## src/common/uic_defs.svh

```systemverilog
// Offsets, reset values, field positions and timing counts of the serial controller.
`ifndef UIC_DEFS_SVH
`define UIC_DEFS_SVH
`define UIC_OFF_DATA   3'h0
`define UIC_OFF_IER    3'h1
`define UIC_OFF_IIR    3'h2
`define UIC_OFF_LCR    3'h3
`define UIC_OFF_MCR    3'h4
`define UIC_OFF_LSR    3'h5
`define UIC_OFF_MSR    3'h6
`define UIC_OFF_SCR    3'h7
`define UIC_LCR_DLAB   7
`define UIC_LCR_BREAK  6
`define UIC_LCR_EPS    4
`define UIC_LCR_PEN    3
`define UIC_LCR_STB    2
`define UIC_MCR_LOOP   4
`define UIC_IER_RDA    0
`define UIC_IER_TX_HOLDING_EMPTY   1
`define UIC_IER_LS     2
`define UIC_IER_MS     3
`define UIC_RST_IER    8'h00
`define UIC_RST_MCR    5'h00
`define UIC_ID_NONE    4'h1
`define UIC_ID_LS      4'h6
`define UIC_ID_RDA     4'h4
`define UIC_ID_TO      4'hc
`define UIC_ID_TX_HOLDING_EMPTY    4'h2
`define UIC_ID_MS      4'h0
`define UIC_TRIG_0     5'h01
`define UIC_TRIG_1     5'h04
`define UIC_TRIG_2     5'h08
`define UIC_TRIG_3     5'h0e
`define UIC_START_TKS  4'h8
`define UIC_BIT_TKS    4'hf
`define UIC_TO_CHARS   2
`endif

```

## src/common/uic_pkg.sv

```systemverilog
// Types shared by the serial controller.
package uic_pkg;
  typedef enum logic [1:0] {
    UIC_RX_IDLE,
    UIC_RX_START,
    UIC_RX_BITS
  } uic_rx_state_t;
  typedef struct packed {
    logic       bi;
    logic       fe;
    logic       pe;
    logic [7:0] data;
  } uic_rx_entry_t;
endpackage

```

## src/rtl/uic_ctrl.sv

```systemverilog
// Serial controller: interrupts, receiver, receive and transmit FIFOs.
`timescale 1ns/1ns
`default_nettype none
`include "uic_defs.svh"
//
// Function
// Rank causes: line status, data or timeout, holding empty, modem status.
// Ident bit 0 reads low while an enabled cause pends, else high.
// Ident reports only top cause: 06, 04, 02, 00.
// Ident bit 3 joins bit 2 for FIFO timeout; zero otherwise.
// Ident bits 4,5 read zero; bits 6,7 follow FIFO enable.
// Enable bits gate data/timeout, holding empty, line status, modem; 4-7 zero.
// No enables: no ident, interrupt low; status still updates.
// Start edge from idle, count 16x clock to centre, recheck low.
// Character length, parity enable and parity sense from line control.
// Data ready set on full character, cleared by buffer read.
// Overrun, parity and framing error status bits.
// Reset reinits counters, clears line status but sets both empty flags, clears modem control.
// Reset leaves line control, divisors, receive and holding data alone.
// Holding empty interrupt appears once enabled after reset.
// Software writes enables last and reconfigures only when idle.
// FIFO mode: data ready while the receive FIFO is not empty.
// FIFO mode: data interrupt while fill is at or above trigger.
// Timeout after four idle character times with data held.
// Timeout timer restarts on read or new character; read clears timeout.
// FIFO mode: holding empty delayed unless two bytes queued; immediate on FIFO enable.
// Holding empty interrupt cleared by data write or ident read.
// Interrupts off with FIFOs on: polled, FIFOs still store.
// Trigger codes 00..11 select 1, 4, 8, 14 bytes.
// Modem deltas set on input change, cleared by status read; the code sets bit 2 only when its status bit rises.
// Line status interrupt from errors, cleared by line status read.
module uic_ctrl
  import uic_pkg::*;
#(
  parameter int DEPTH = 16
) (
  input  wire logic       clk,
  input  wire logic       srst,
  input  wire logic [2:0] addr,
  input  wire logic [7:0] wdata,
  input  wire logic       wr,
  input  wire logic       rd,
  output logic      [7:0] rdata,
  input  wire logic       serial_input,
  output logic            serial_output,
  input  wire logic [3:0] modem_in_n,
  output logic      [3:0] modem_ctl_n,
  output logic            intr
);
  localparam int AW = $clog2(DEPTH);
  localparam int CW = AW + 1;

  generate
    if (DEPTH < 16 || (DEPTH & (DEPTH - 1)) != 0) begin : g_bad
      $error("DEPTH must be a power of two of at least 16");
    end
  endgenerate

  // ----------------------------------------
  // Register decode
  // ----------------------------------------
  logic [7:0] line_control_reg, interrupt_enable, dll, divisor_high_latch;
  logic [4:0] modem_control_reg;
  logic       fifo_en;
  logic [1:0] trig_sel;
  wire        dlab   = line_control_reg[`UIC_LCR_DLAB];
  wire        wr_thr = wr && addr == `UIC_OFF_DATA && !dlab;
  wire        wr_dll = wr && addr == `UIC_OFF_DATA && dlab;
  wire        wr_dlm = wr && addr == `UIC_OFF_IER && dlab;
  wire        wr_ier = wr && addr == `UIC_OFF_IER && !dlab;
  wire        wr_fcr = wr && addr == `UIC_OFF_IIR;
  wire        rd_rbr = rd && addr == `UIC_OFF_DATA && !dlab;
  wire        rd_iir = rd && addr == `UIC_OFF_IIR;
  wire        rd_lsr = rd && addr == `UIC_OFF_LSR;
  wire        rd_msr = rd && addr == `UIC_OFF_MSR;
  wire        fifo_on  = wr_fcr && wdata[0] && !fifo_en;
  wire        rx_clr = wr_fcr && (wdata[0] != fifo_en || (wdata[0] && wdata[1]));
  wire        tx_clr = wr_fcr && (wdata[0] != fifo_en || (wdata[0] && wdata[2]));
  wire        loop   = modem_control_reg[`UIC_MCR_LOOP];

  // Line control and divisors; data and format registers ignore reset.
  always_ff @(posedge clk) begin
    if (wr && addr == `UIC_OFF_LCR)
      line_control_reg <= wdata;
    if (wr_dll)
      dll <= wdata;
    if (wr_dlm)
      divisor_high_latch <= wdata;
  end

  // Only the low nibble of the enables is storage.
  always_ff @(posedge clk) begin
    if (srst) begin
      interrupt_enable      <= `UIC_RST_IER;
      modem_control_reg      <= `UIC_RST_MCR;
      fifo_en  <= 1'b0;
      trig_sel <= 2'h0;
    end else begin
      if (wr_ier)
        interrupt_enable <= {4'h0, wdata[3:0]};
      if (wr && addr == `UIC_OFF_MCR)
        modem_control_reg <= wdata[4:0];
      if (wr_fcr)
        fifo_en <= wdata[0];
      if (wr_fcr && wdata[0])
        trig_sel <= wdata[7:6];
    end
  end

  // ----------------------------------------
  // Character format
  // ----------------------------------------
  wire [3:0] wl     = 4'h5 + {2'h0, line_control_reg[1:0]};
  wire       pen    = line_control_reg[`UIC_LCR_PEN];
  wire [3:0] stopn  = line_control_reg[`UIC_LCR_STB] ? 4'h2 : 4'h1;
  wire [3:0] rx_bits = wl + {3'h0, pen} + 4'h1;
  wire [3:0] frame  = rx_bits + stopn;
  wire [7:0] wl_mask = 8'hff >> (2'h3 - line_control_reg[1:0]);

  // ----------------------------------------
  // Baud generator, one 16x tick per divisor
  // ----------------------------------------
  logic [15:0] baud_cnt;
  wire  [15:0] divisor = {divisor_high_latch, dll};
  wire         tick = baud_cnt >= divisor - 16'h1;

  // Loading a divisor restarts the count so no long first period.
  always_ff @(posedge clk) begin
    if (srst || wr_dll || wr_dlm || tick)
      baud_cnt <= 16'h0;
    else
      baud_cnt <= baud_cnt + 16'h1;
  end

  // ----------------------------------------
  // Receiver
  // ----------------------------------------
  logic          rx_s1, rx_s2, rx_prev, tx_line;
  logic [9:0]    rx_sh;
  logic [3:0]    rx_tk, rx_n;
  uic_rx_state_t rx_state;
  wire           rx_line = loop ? tx_line : rx_s2;

  // Two-stage synchroniser; the edge detect looks only at stage two.
  always_ff @(posedge clk) begin
    rx_s1 <= serial_input;
    rx_s2 <= rx_s1;
    rx_prev <= srst ? 1'b1 : rx_line;
  end

  // Start is accepted only if still low at the centre.
  always_ff @(posedge clk) begin
    if (srst) begin
      rx_state <= UIC_RX_IDLE;
      rx_tk    <= 4'h0;
      rx_n     <= 4'h0;
      rx_sh    <= 10'h0;
    end else begin
      unique case (rx_state)
        UIC_RX_IDLE: if (rx_prev && !rx_line) begin
          rx_state <= UIC_RX_START;
          rx_tk    <= 4'h0;
        end
        UIC_RX_START: if (tick) begin
          rx_tk <= rx_tk + 4'h1;
          if (rx_tk == `UIC_START_TKS - 4'h1) begin
            rx_state <= rx_line ? UIC_RX_IDLE : UIC_RX_BITS;
            rx_tk    <= 4'h0;
            rx_n     <= 4'h0;
          end
        end
        UIC_RX_BITS: if (tick) begin
          rx_tk <= rx_tk + 4'h1;
          if (rx_tk == `UIC_BIT_TKS) begin
            rx_sh <= {rx_line, rx_sh[9:1]};
            rx_n  <= rx_n + 4'h1;
            if (rx_n == rx_bits - 4'h1)
              rx_state <= UIC_RX_IDLE;
          end
        end
      endcase
    end
  end

  // Frame check on the last sample, without waiting a cycle.
  wire rx_push = rx_state == UIC_RX_BITS && tick && rx_tk == `UIC_BIT_TKS
                 && rx_n == rx_bits - 4'h1;
  wire [9:0] rx_word = {rx_line, rx_sh[9:1]} >> (4'ha - rx_bits);
  wire [7:0] rx_data = rx_word[7:0] & wl_mask;
  wire       rx_par  = ^rx_data ^ rx_word[wl];
  uic_rx_entry_t rx_new;
  assign rx_new.data = rx_data;
  assign rx_new.pe   = pen && rx_par == line_control_reg[`UIC_LCR_EPS];
  assign rx_new.fe   = !rx_word[rx_bits - 4'h1];
  assign rx_new.bi   = rx_word == 10'h0;

  // ----------------------------------------
  // Receive FIFO; depth one outside FIFO mode
  // ----------------------------------------
  uic_rx_entry_t rx_mem [DEPTH];
  logic [AW-1:0] rx_wp, rx_rp;
  logic [CW-1:0] rx_count;
  wire rx_pop  = rd_rbr && rx_count != '0;
  wire rx_full = fifo_en ? rx_count == CW'(DEPTH) : rx_count != '0;
  wire rx_ovr  = rx_push && rx_full && !rx_pop;
  wire rx_wr   = rx_push && !rx_ovr;
  wire [4:0] trig = trig_sel == 2'h0 ? `UIC_TRIG_0 : trig_sel == 2'h1 ? `UIC_TRIG_1 :
                    trig_sel == 2'h2 ? `UIC_TRIG_2 : `UIC_TRIG_3;

  // Without FIFOs a new character overwrites the unread one.
  always_ff @(posedge clk) begin
    if (rx_wr)
      rx_mem[rx_wp] <= rx_new;
    else if (rx_ovr && !fifo_en)
      rx_mem[rx_rp] <= rx_new;
  end

  // Storage continues whatever the enables say.
  always_ff @(posedge clk) begin
    if (srst || rx_clr) begin
      rx_wp    <= '0;
      rx_rp    <= '0;
      rx_count <= '0;
    end else begin
      if (rx_wr)
        rx_wp <= rx_wp + AW'(1);
      if (rx_pop)
        rx_rp <= rx_rp + AW'(1);
      rx_count <= rx_count + CW'(rx_wr) - CW'(rx_pop);
    end
  end

  // ----------------------------------------
  // Line status flags, set wins over clear
  // ----------------------------------------
  logic oe, pe, fe, bi;
  wire  err_new = rx_push && (rx_new.pe || rx_new.fe || rx_new.bi);

  always_ff @(posedge clk) begin
    if (srst) begin
      {oe, pe, fe, bi} <= 4'h0;
    end else begin
      oe <= rx_ovr || (oe && !rd_lsr);
      pe <= (rx_push && rx_new.pe) || (pe && !rd_lsr);
      fe <= (rx_push && rx_new.fe) || (fe && !rd_lsr);
      bi <= (err_new && rx_new.bi) || (bi && !rd_lsr);
    end
  end

  // ----------------------------------------
  // Character timeout
  // ----------------------------------------
  logic       to_pend;
  logic [9:0] to_cnt;
  // Frame length times 16 ticks, shifted left by two for four character times.
  wire  [9:0] to_limit = {2'h0, frame, 4'h0} << `UIC_TO_CHARS;
  wire        to_hit = tick && to_cnt == to_limit - 10'h1 && !to_pend;

  // Second stop bit is part of the frame length.
  always_ff @(posedge clk) begin
    if (srst || rx_pop || (rx_push && !to_pend) || rx_count == '0)
      to_cnt <= 10'h0;
    else if (tick && fifo_en && !to_pend)
      to_cnt <= to_cnt + 10'h1;
  end

  // Pop clears the timeout, but a fresh hit still wins.
  always_ff @(posedge clk) begin
    if (srst)
      to_pend <= 1'b0;
    else
      to_pend <= (to_hit && fifo_en && rx_count != '0) ||
                 (to_pend && !rx_pop && fifo_en);
  end

  // ----------------------------------------
  // Transmit FIFO and shifter
  // ----------------------------------------
  logic [7:0]    tx_mem [DEPTH];
  logic [AW-1:0] tx_wp, tx_rp;
  logic [CW-1:0] tx_count;
  logic [11:0]   tx_sh;
  logic [3:0]    tx_tk, tx_left;
  logic          tx_busy;
  wire tx_full = fifo_en ? tx_count == CW'(DEPTH) : tx_count != '0;
  wire tx_push = wr_thr && !tx_full;
  wire tx_load = !tx_busy && tx_count != '0;
  wire tx_holding_empty    = tx_count == '0;
  wire tx_all_empty    = tx_holding_empty && !tx_busy;
  wire [7:0]  tx_d   = tx_mem[tx_rp] & wl_mask;
  wire [11:0] tx_par = {11'h0, pen && (^tx_d ^ !line_control_reg[`UIC_LCR_EPS])};
  wire [11:0] tx_frame = (12'hfff << (wl + {3'h0, pen} + 4'h1)) | (tx_par << (wl + 4'h1))
                         | {3'h0, tx_d, 1'b0};

  always_ff @(posedge clk) begin
    if (tx_push)
      tx_mem[tx_wp] <= wdata;
  end

  // Shifter steps one bit per 16 ticks; idle line is marking.
  always_ff @(posedge clk) begin
    if (srst || tx_clr) begin
      tx_wp    <= '0;
      tx_rp    <= '0;
      tx_count <= '0;
    end else begin
      if (tx_push)
        tx_wp <= tx_wp + AW'(1);
      if (tx_load)
        tx_rp <= tx_rp + AW'(1);
      tx_count <= tx_count + CW'(tx_push) - CW'(tx_load);
    end
  end

  always_ff @(posedge clk) begin
    if (srst) begin
      tx_busy <= 1'b0;
      tx_tk   <= 4'h0;
      tx_left <= 4'h0;
      tx_sh   <= 12'hfff;
    end else if (tx_load) begin
      tx_busy <= 1'b1;
      tx_tk   <= 4'h0;
      tx_left <= frame;
      tx_sh   <= tx_frame;
    end else if (tx_busy && tick) begin
      tx_tk <= tx_tk + 4'h1;
      if (tx_tk == `UIC_BIT_TKS) begin
        tx_sh   <= {1'b1, tx_sh[11:1]};
        tx_left <= tx_left - 4'h1;
        tx_busy <= tx_left != 4'h1;
      end
    end
  end

  // Break and loopback act on the pin only.
  always_ff @(posedge clk) begin
    tx_line       <= srst ? 1'b1 : tx_sh[0];
    serial_output <= srst || loop || (tx_sh[0] && !line_control_reg[`UIC_LCR_BREAK]);
  end

  // ----------------------------------------
  // Holding empty interrupt source
  // ----------------------------------------
  logic       tx_holding_empty_prev, two_seen, tx_holding_empty_pend;
  logic [7:0] th_dly;
  wire  tx_holding_empty_rise = tx_holding_empty && !tx_holding_empty_prev;
  wire  th_defer  = fifo_en && !two_seen;
  wire  [7:0] dly_load = {frame - 4'h1, 4'h0};
  wire  tx_holding_empty_set = (tx_holding_empty_rise && !th_defer) || (tick && th_dly == 8'h1) || fifo_on;
  wire  [3:0] id;

  // Short bursts get the empty report one frame less a stop late.
  always_ff @(posedge clk) begin
    if (srst) begin
      tx_holding_empty_prev <= 1'b1;
      two_seen  <= 1'b0;
      th_dly    <= 8'h0;
    end else begin
      tx_holding_empty_prev <= tx_holding_empty;
      two_seen  <= tx_count >= CW'(2) || (two_seen && !tx_holding_empty_rise);
      if (tx_holding_empty_rise && th_defer)
        th_dly <= dly_load;
      else if (tick && th_dly != 8'h0)
        th_dly <= th_dly - 8'h1;
    end
  end

  // Reset leaves it pending so enabling it fires at once.
  always_ff @(posedge clk) begin
    if (srst)
      tx_holding_empty_pend <= 1'b1;
    else
      tx_holding_empty_pend <= tx_holding_empty_set ||
                   (tx_holding_empty_pend && !wr_thr && !(rd_iir && id == `UIC_ID_TX_HOLDING_EMPTY));
  end

  // ----------------------------------------
  // Modem status
  // ----------------------------------------
  logic [3:0] md_s1, md_s2, md_prev, delta;
  wire  [3:0] md_st = loop ? {modem_control_reg[3], modem_control_reg[2], modem_control_reg[0], modem_control_reg[1]} : ~md_s2;
  wire  [3:0] md_chg = {md_st[3] ^ md_prev[3], md_st[2] && !md_prev[2],
                        md_st[1:0] ^ md_prev[1:0]};

  // Deltas set on change (bit 2 only when its status bit rises) and clear on read, set winning.
  always_ff @(posedge clk) begin
    md_s1 <= modem_in_n;
    md_s2 <= md_s1;
    md_prev <= md_st;
    modem_ctl_n <= (srst || loop) ? 4'hf : ~modem_control_reg[3:0];
    if (srst)
      delta <= 4'h0;
    else
      delta <= md_chg | (delta & {4{!rd_msr}});
  end

  // ----------------------------------------
  // Interrupt priority and identification
  // ----------------------------------------
  wire ls_int  = interrupt_enable[`UIC_IER_LS] && (oe || pe || fe || bi);
  wire rda_int = interrupt_enable[`UIC_IER_RDA] &&
                 (fifo_en ? rx_count >= CW'(trig) : rx_count != '0);
  wire to_int  = interrupt_enable[`UIC_IER_RDA] && to_pend && fifo_en;
  wire th_int  = interrupt_enable[`UIC_IER_TX_HOLDING_EMPTY] && tx_holding_empty_pend;
  wire ms_int  = interrupt_enable[`UIC_IER_MS] && delta != 4'h0;
  wire any_int = ls_int || rda_int || to_int || th_int || ms_int;
  assign id = ls_int  ? `UIC_ID_LS  : rda_int ? `UIC_ID_RDA :
              to_int  ? `UIC_ID_TO  : th_int  ? `UIC_ID_TX_HOLDING_EMPTY :
              ms_int  ? `UIC_ID_MS  : `UIC_ID_NONE;
  wire [7:0] interrupt_identification = {fifo_en, fifo_en, 2'h0, id};
  wire [7:0] line_status_reg = {fifo_en && (pe || fe || bi), tx_all_empty, tx_holding_empty, bi, fe, pe, oe,
                    rx_count != '0};

  // ----------------------------------------
  // Read data, one cycle after the strobe
  // ----------------------------------------
  wire [7:0] rd_mux = addr == `UIC_OFF_DATA ? (dlab ? dll : rx_mem[rx_rp].data) :
                      addr == `UIC_OFF_IER  ? (dlab ? divisor_high_latch : interrupt_enable) :
                      addr == `UIC_OFF_IIR  ? interrupt_identification :
                      addr == `UIC_OFF_LCR  ? line_control_reg :
                      addr == `UIC_OFF_MCR  ? {3'h0, modem_control_reg} :
                      addr == `UIC_OFF_LSR  ? line_status_reg :
                      addr == `UIC_OFF_MSR  ? {md_st, delta} : 8'h0;

  always_ff @(posedge clk) begin
    rdata <= (srst || !rd) ? 8'h0 : rd_mux;
    intr  <= !srst && any_int;
  end
endmodule // uic_ctrl
`default_nettype wire

```

## config.mk

```make
export PLATFORM = sky130hd
export DESIGN_NAME = uic_ctrl
export DESIGN_NICKNAME = d
export VERILOG_FILES = /design/src/common/uic_pkg.sv /design/src/rtl/uic_ctrl.sv
export VERILOG_INCLUDE_DIRS = /design/src /design/src/common
export SDC_FILE = /design/constraint.sdc
export NUM_CORES = 1
export LEC_CHECK = 0
export CAP_MARGIN = 20
export CORE_MARGIN = 10
export CORE_UTILIZATION = 30
export CTS_BUF_LIST = sky130_fd_sc_hd__clkbuf_2 sky130_fd_sc_hd__clkbuf_4 sky130_fd_sc_hd__clkbuf_8
export DETAILED_ROUTE_END_ITERATION = 8
export DONT_BUFFER_PORTS = 1
export SYNTH_ARGS = -nofsm -noshare
export SYNTH_HDL_FRONTEND = slang
export SYNTH_SLANG_ARGS = --single-unit
```

## constraint.sdc

```tcl
create_clock -name clk -period 8.7 [get_ports clk]
set_input_delay 1.74 -clock clk [delete_from_list [all_inputs] [get_ports clk]]
set_output_delay 1.74 -clock clk [all_outputs]
set_load 0.05 [all_outputs]
```

# --- Yosys cells after proc, flatten, opt, wreduce, memory -nomap -nowiden ---
# Memory sizes are Yosys's and may differ from the RTL's. A register that Yosys moved wholly into a read port is not among the register bits.
# Index checks and enable logic that the tools add are counted.
# W data, S select, Z words.
word_totals:
  register_bits: 179
  mem_bits_rw: 304
  inputBits: 20
  out_inout_bits: 14
  elab_cells: 343
  memories: 2
op_classes:
  n_addsub: 26
  magnitude_cmp: 5
  n_eq_ne: 28
  n_shift: 4
  n_mux: 70
  bitwise_logic: 12
  reduce_logical: 151
mem_list:
  columns: ["memory", "depth", "width", "read_ports", "rd_ports_with_merged_regs", "wr", "line", "rtl"]
  rows:
  - ["rx_mem", 16, 11, 1, 1, 1, "uic_ctrl.sv:200", "uic_rx_entry_t rx_mem [DEPTH];"]
  - ["tx_mem", 16, 8, 1, 1, 1, "uic_ctrl.sv:279", "logic [7:0] tx_mem [DEPTH];"]
ops:
  columns: ["op", "n"]
  rows:
  - ["$mux W4", 22]
  - ["$mux W8", 11]
  - ["$logic_and A1 B1 Y1", 72]
  - ["$add A4 B1 Y4 const B", 9]
  - ["$mux W12", 3]
  - ["$logic_or A1 B1 Y1", 33]
  - ["$logic_not A1 Y1", 22]
  - ["$mux W1", 18]
  - ["$mux W2", 9]
  - ["$add A16 B1 Y16 const B", 1]
  - ["$and A8 B8 Y8", 2]
  - ["$ge A16 B16 Y1", 1]
  - ["$reduce_xor A8 Y1", 2]
  - ["$sub A16 B1 Y16 const B", 1]
  - ["$or A12 B12 Y12", 1]
  - ["$or A12 B9 Y12", 1]
  - ["$pmux W4 S3", 1]
  - ["$shl A1 B4 Y12", 1]
  - ["$shl A12 B4 Y12 const A", 1]
  - ["$sub A4 B1 Y4 const B", 3]
  - ["$mux W11", 1]
  - ["$reduce_or A11 Y1", 1]
  - ["$add A10 B1 Y10 const B", 1]
  - ["$add A5 B1 Y5", 2]
  - ["52 further kinds", 77]

# --- Depth between registers and ports, before layout ---
depth:
  ltp_word: 15
  mapped_depth: 23
  depth_no_buf: 22

# --- Worst setup path after synthesis ---
# OpenSTA, ideal clock, no wires.
synth_timing:
  path_kind: "register to register"
  from: "register line_control_reg[0]"
  to: "register pe"
  setup_ns: 0.101
  t_arrival_ns: 4.633
  slack_ns: 3.966
  stages_incl_launch_ff: 17
  path_cell_list: "edfxtp_1 ha_1 fa_1 inv_1 ha_1 clkbuf_1 o211ai_1 o311ai_1 inv_1 ha_1 xnor2_1 xnor2_1 xnor2_1 xnor2_1 xnor2_1 xnor2_1 o41ai_1"
synth_via:
  elab_chain_cells: 12
synth_rtl:
  columns: ["element", "line", "rtl"]
  rows:
  - ["from (decl)", "uic_ctrl.sv:62", "logic [7:0] line_control_reg, interrupt_enable, dll, divisor_high_latch;"]
  - ["from (signal assigned)", "uic_ctrl.sv:84", "line_control_reg <= wdata;"]
  - ["$add A3 B2 Y4", "uic_ctrl.sv:113", "wire [3:0] wl = 4'h5 + {2'h0, line_control_reg[1:0]};"]
  - ["$add A4 B1 Y4 (2 in series)", "uic_ctrl.sv:116", "wire [3:0] rx_bits = wl + {3'h0, pen} + 4'h1;"]
  - ["$sub A4 B4 Y4", "uic_ctrl.sv:188", "wire [9:0] rx_word = {rx_line, rx_sh[9:1]} >> (4'ha - rx_bits);"]
  - ["$shr A10 B4 Y10", "uic_ctrl.sv:188", null]
  - ["$and A8 B8 Y8 *", "uic_ctrl.sv:189", "wire [7:0] rx_data = rx_word[7:0] & wl_mask;"]
  - ["via rx_data[0]", "uic_ctrl.sv:189", null]
  - ["$reduce_xor A8 Y1 *", "uic_ctrl.sv:190", "wire rx_par = ^rx_data ^ rx_word[wl];"]
  - ["$xor A1 B1 Y1 *", "uic_ctrl.sv:190", null]
  - ["$eq A1 B1 Y1 *", "uic_ctrl.sv:193", "assign rx_new.pe = pen && rx_par == line_control_reg[`UIC_LCR_EPS];"]
  - ["$logic_and A1 B1 Y1 *", "uic_ctrl.sv:193", null]
  - ["$logic_and A1 B1 Y1 *", "uic_ctrl.sv:244", "pe <= (rx_push && rx_new.pe) || (pe && !rd_lsr);"]
  - ["$logic_or A1 B1 Y1 *", "uic_ctrl.sv:244", null]
  - ["to (signal assigned)", "uic_ctrl.sv:244", null]
  - ["to (decl)", "uic_ctrl.sv:236", "logic oe, pe, fe, bi;"]
# Mark *: on every way through the listed nets, which the timed path passes. The rest lies on a longest branch. The select of a mux whose other input is x is not followed.
# A chain may end at the register's enable or synchronous reset.

# --- Worst setup path in the final report ---
# Same ends and word-level chain as after synthesis.

==> results.py <==
metrics = {
    "clock_network": {
        "hold_buffers": 0,
        "clk_pin_slew_worst_paths_ns": 0.06,
        "post_cts_buffers": 0,
        "htree_levels": 3,
        "clock-sinks": 441,
        "cts_resized": 0,
        "numCtsBuffers": 72,
        "cts_buffer_depth": 3,
        "cts_tree": "built",
        "clock_latency_ns": 0.68,
        "root_buffer": "clkbuf_8",
    },
    "timing": {
        "setup_viol": 0,
        "rsz0062_at_grt": "false",
        "hold_viol": 0,
        "fin_crit_sh": 0.6258,
        "timing.setup.tns_ns": 0,
        "timing.slew.headroom": 0.2769,
        "skew_ns": 0.04098,
        "maxSlewViolCount": 0,
        "worstMarginPinSlew_ns": 1.081,
        "max_freq_mhz": 183.7,
        "period_needed_ns": 5.444,
    },
    "yosys": {
        "synth.distinct_cells": 77,
        "ys_seq_elements": 441,
        "netlist_area_mm2": 0.02009,
        "yosysWarnings": 0,
        "synth.avg_cell_area_um2": 12.95,
        "syn_inst": 1551,
        "synth-edff-count": 280,
        "yosysSeqAreaShare": 0.5790,
        "ys.flop_type": "edfxtp_1",
        "ys_async_sr_fraction": 0,
        "synth_fp_nets": 1644,
    },
    "die": {
        "initial_core_util": 0.3039,
        "die_area_mm2": 0.07772,
        "core_area_mm2": 0.06610,
        "num_rows": 94,
        "die_y_um": 278.8,
        "io_pins": 34,
        "fp.dieW_um": 278.8,
    },
    "route": {
        "firstDrtPassIters": 6,
        "vias": 12683,
        "drt_drc_violations_left": 0,
        "viasPerCell": 5.096,
        "ant_nets": 0,
        "wire_per_inst_um": 19.20,
        "routed_wl_um": 47800,
        "drt_iter0_drc": 964,
    },
    "worst_setup_path": {
        "crit_chain": "ha_1 -> inv_2 -> ha_1 -> nand2b_1 -> o211ai_1 -> mux2i_1 -> nor2_1 -> inv_1 -> ha_1 -> xnor2_1 -> xnor2_1 -> xnor2_1 -> xnor2_1 -> xnor2_1 -> xnor2_1 -> o41ai_1",
        "slowest_delay_ns": 0.95,
        "crit_required_ns": 9.26,
        "r2r_start": "line_control_reg[0]$_DFFE_PP_",
        "cp_slowest_cell": "ha_1",
        "cp-startpoint": "line_control_reg[0]$_DFFE_PP_",
        "critical_path_class": "flop to flop",
        "end_kind": "flop",
        "crit_top_cell": "xnor2_1",
        "arrival_ns": 6.00,
        "critPathMaxFanout": 25,
        "start_kind": "flop",
        "crit_family": "adder cells",
        "cp_num_buf_inv": 2,
    },
    "placement": {
        "port_buffers": 0,
        "dp_cells": 2361,
        "gp_congestion": 0.8488,
        "dp_hpwl_um": 32690,
    },
    "finish": {
        "multi_input_area_mm2": 0.007894,
        "final_cells": 2489,
        "fin_util": 0.3404,
        "areaGrowthSynthToFinish_pct": 12.00,
        "ff_latch_area_mm2": 0.01163,
        "nets": 1665,
        "drive_above_1_share": 0.1607,
        "top_regs": "rx_mem x128, tx_mem x128, baud_cnt x16",
        "final_cell_mix": "edfxtp_1 (280), nor2_1 (178), dfxtp_1 (159)",
        "fillers": 6450,
        "layout_commonest_cell": "edfxtp_1",
    },
    "grt": {
        "grt_overflow_total": 0,
        "grt_pass1_vias": 12558,
        "grt_max_degree": 80,
        "globalRouteTotalUtil": 0.1209,
        "antenna_found_initial": 1,
        "grt_pass1_wl_um": 74340,
    },
    "status": {
        "outcome": "completed",
    },
    "min_path": {
        "hold_path.startpoint": "rx_s1$_DFF_P_",
        "hp-class": "flop to flop",
    },
    "pwr": {
        "leakage_nw": 7.553,
        "ir_drop_mv": 0.1338,
        "pwr_density_cell_mw_per_mm2": 222.7,
        "finalPower_mw": 5.010,
    },
    "run": {
        "drv_cap": 0,
    },
}
synth_stat cells, types with 26 or more instances:
library cell  count  share of area
nor2_1          180          0.034
xnor2_1          43          0.019
nand2b_1         26         0.0081
o21ai_0          34         0.0085
nand3_1          43          0.011
ha_1             69          0.043
mux2i_1          42          0.021
nand2_1          74          0.014
xor2_1           38          0.017
inv_1            61          0.011
mux4_2           89           0.10
dfxtp_1         161           0.16
edfxtp_1        280           0.42
clkbuf_1         44         0.0082
a21oi_1          72          0.018
routing by layer:
layer  vias to the layer above  global-route usage  routed length [um]
li1                       5882                   -                   -
met3                        81             0.02869                2813
met1                      6350              0.1660               22240
met4                         0             0.03456                 976
met2                       370              0.1874               21770
met5                         -                   0                   0
logic make-up after synthesis:
kind of cell               share of synthesized area
and+or+nand+nor                               0.1068
DFF                                           0.5790
adders and majority gates                    0.04696
AOI/OAI and AO/OA                            0.07275
buffers and inverters                        0.02983
xor gates and xnor gates                     0.03837
muxes                                         0.1263
through the flow:
step / worst slack [ns] / hold slack, ns / cell area (um^2)
CTS: 3.210 / 0.3119 / 22490
floorplan: 3.966 / 0.3096 / 20090
global placement: 3.402 / 0.3197 / 21000
detailed placement: 3.232 / 0.3121 / 21000
finish: 3.256 / 0.3061 / 22500
global route: 2.778 / 0.3367 / 22500
path summary, 6_finish.rpt:
check / end / slack [ns] / cells past startpoint
setup / recovery: pe$_SDFF_PP0_ / 3.26 / 16
hold / removal: rx_s2$_DFF_P_ / 0.31 / 0
setup reg to reg: pe$_SDFF_PP0_ / 3.26 / 16
hold reg to reg: rx_s2$_DFF_P_ / 0.31 / 0
worst reg2reg max path, stage by stage (launching register included):
cell,delay (ns)
edfxtp_1,0.51
ha_1,0.95
inv_2,0.16
ha_1,0.66
nand2b_1,0.29
o211ai_1,0.27
mux2i_1,0.11
nor2_1,0.81
inv_1,0.12
ha_1,0.32
xnor2_1,0.19
xnor2_1,0.16
xnor2_1,0.10
xnor2_1,0.16
xnor2_1,0.17
xnor2_1,0.14
o41ai_1,0.21
cell type report:
cell class / instances / share of cell area
inverters: 66 / 0.01146
repair buffers: 19 / 0.006228
flip-flops and latches: 441 / 0.5170
clock inverters: 17 / 0.007674
multi-input cells: 972 / 0.3508
clock buffers: 109 / 0.05861
well taps: 864 / 0.04805
diodes: 1 / 0.0001112
power by group:
part	internal [mW]	leakage [nW]	switching, mW
combinational	0.351	2.86	0.428
clock	1.04	0.801	0.842
sequential	2.29	3.90	0.0627
(Power assumes the default switching activity.)
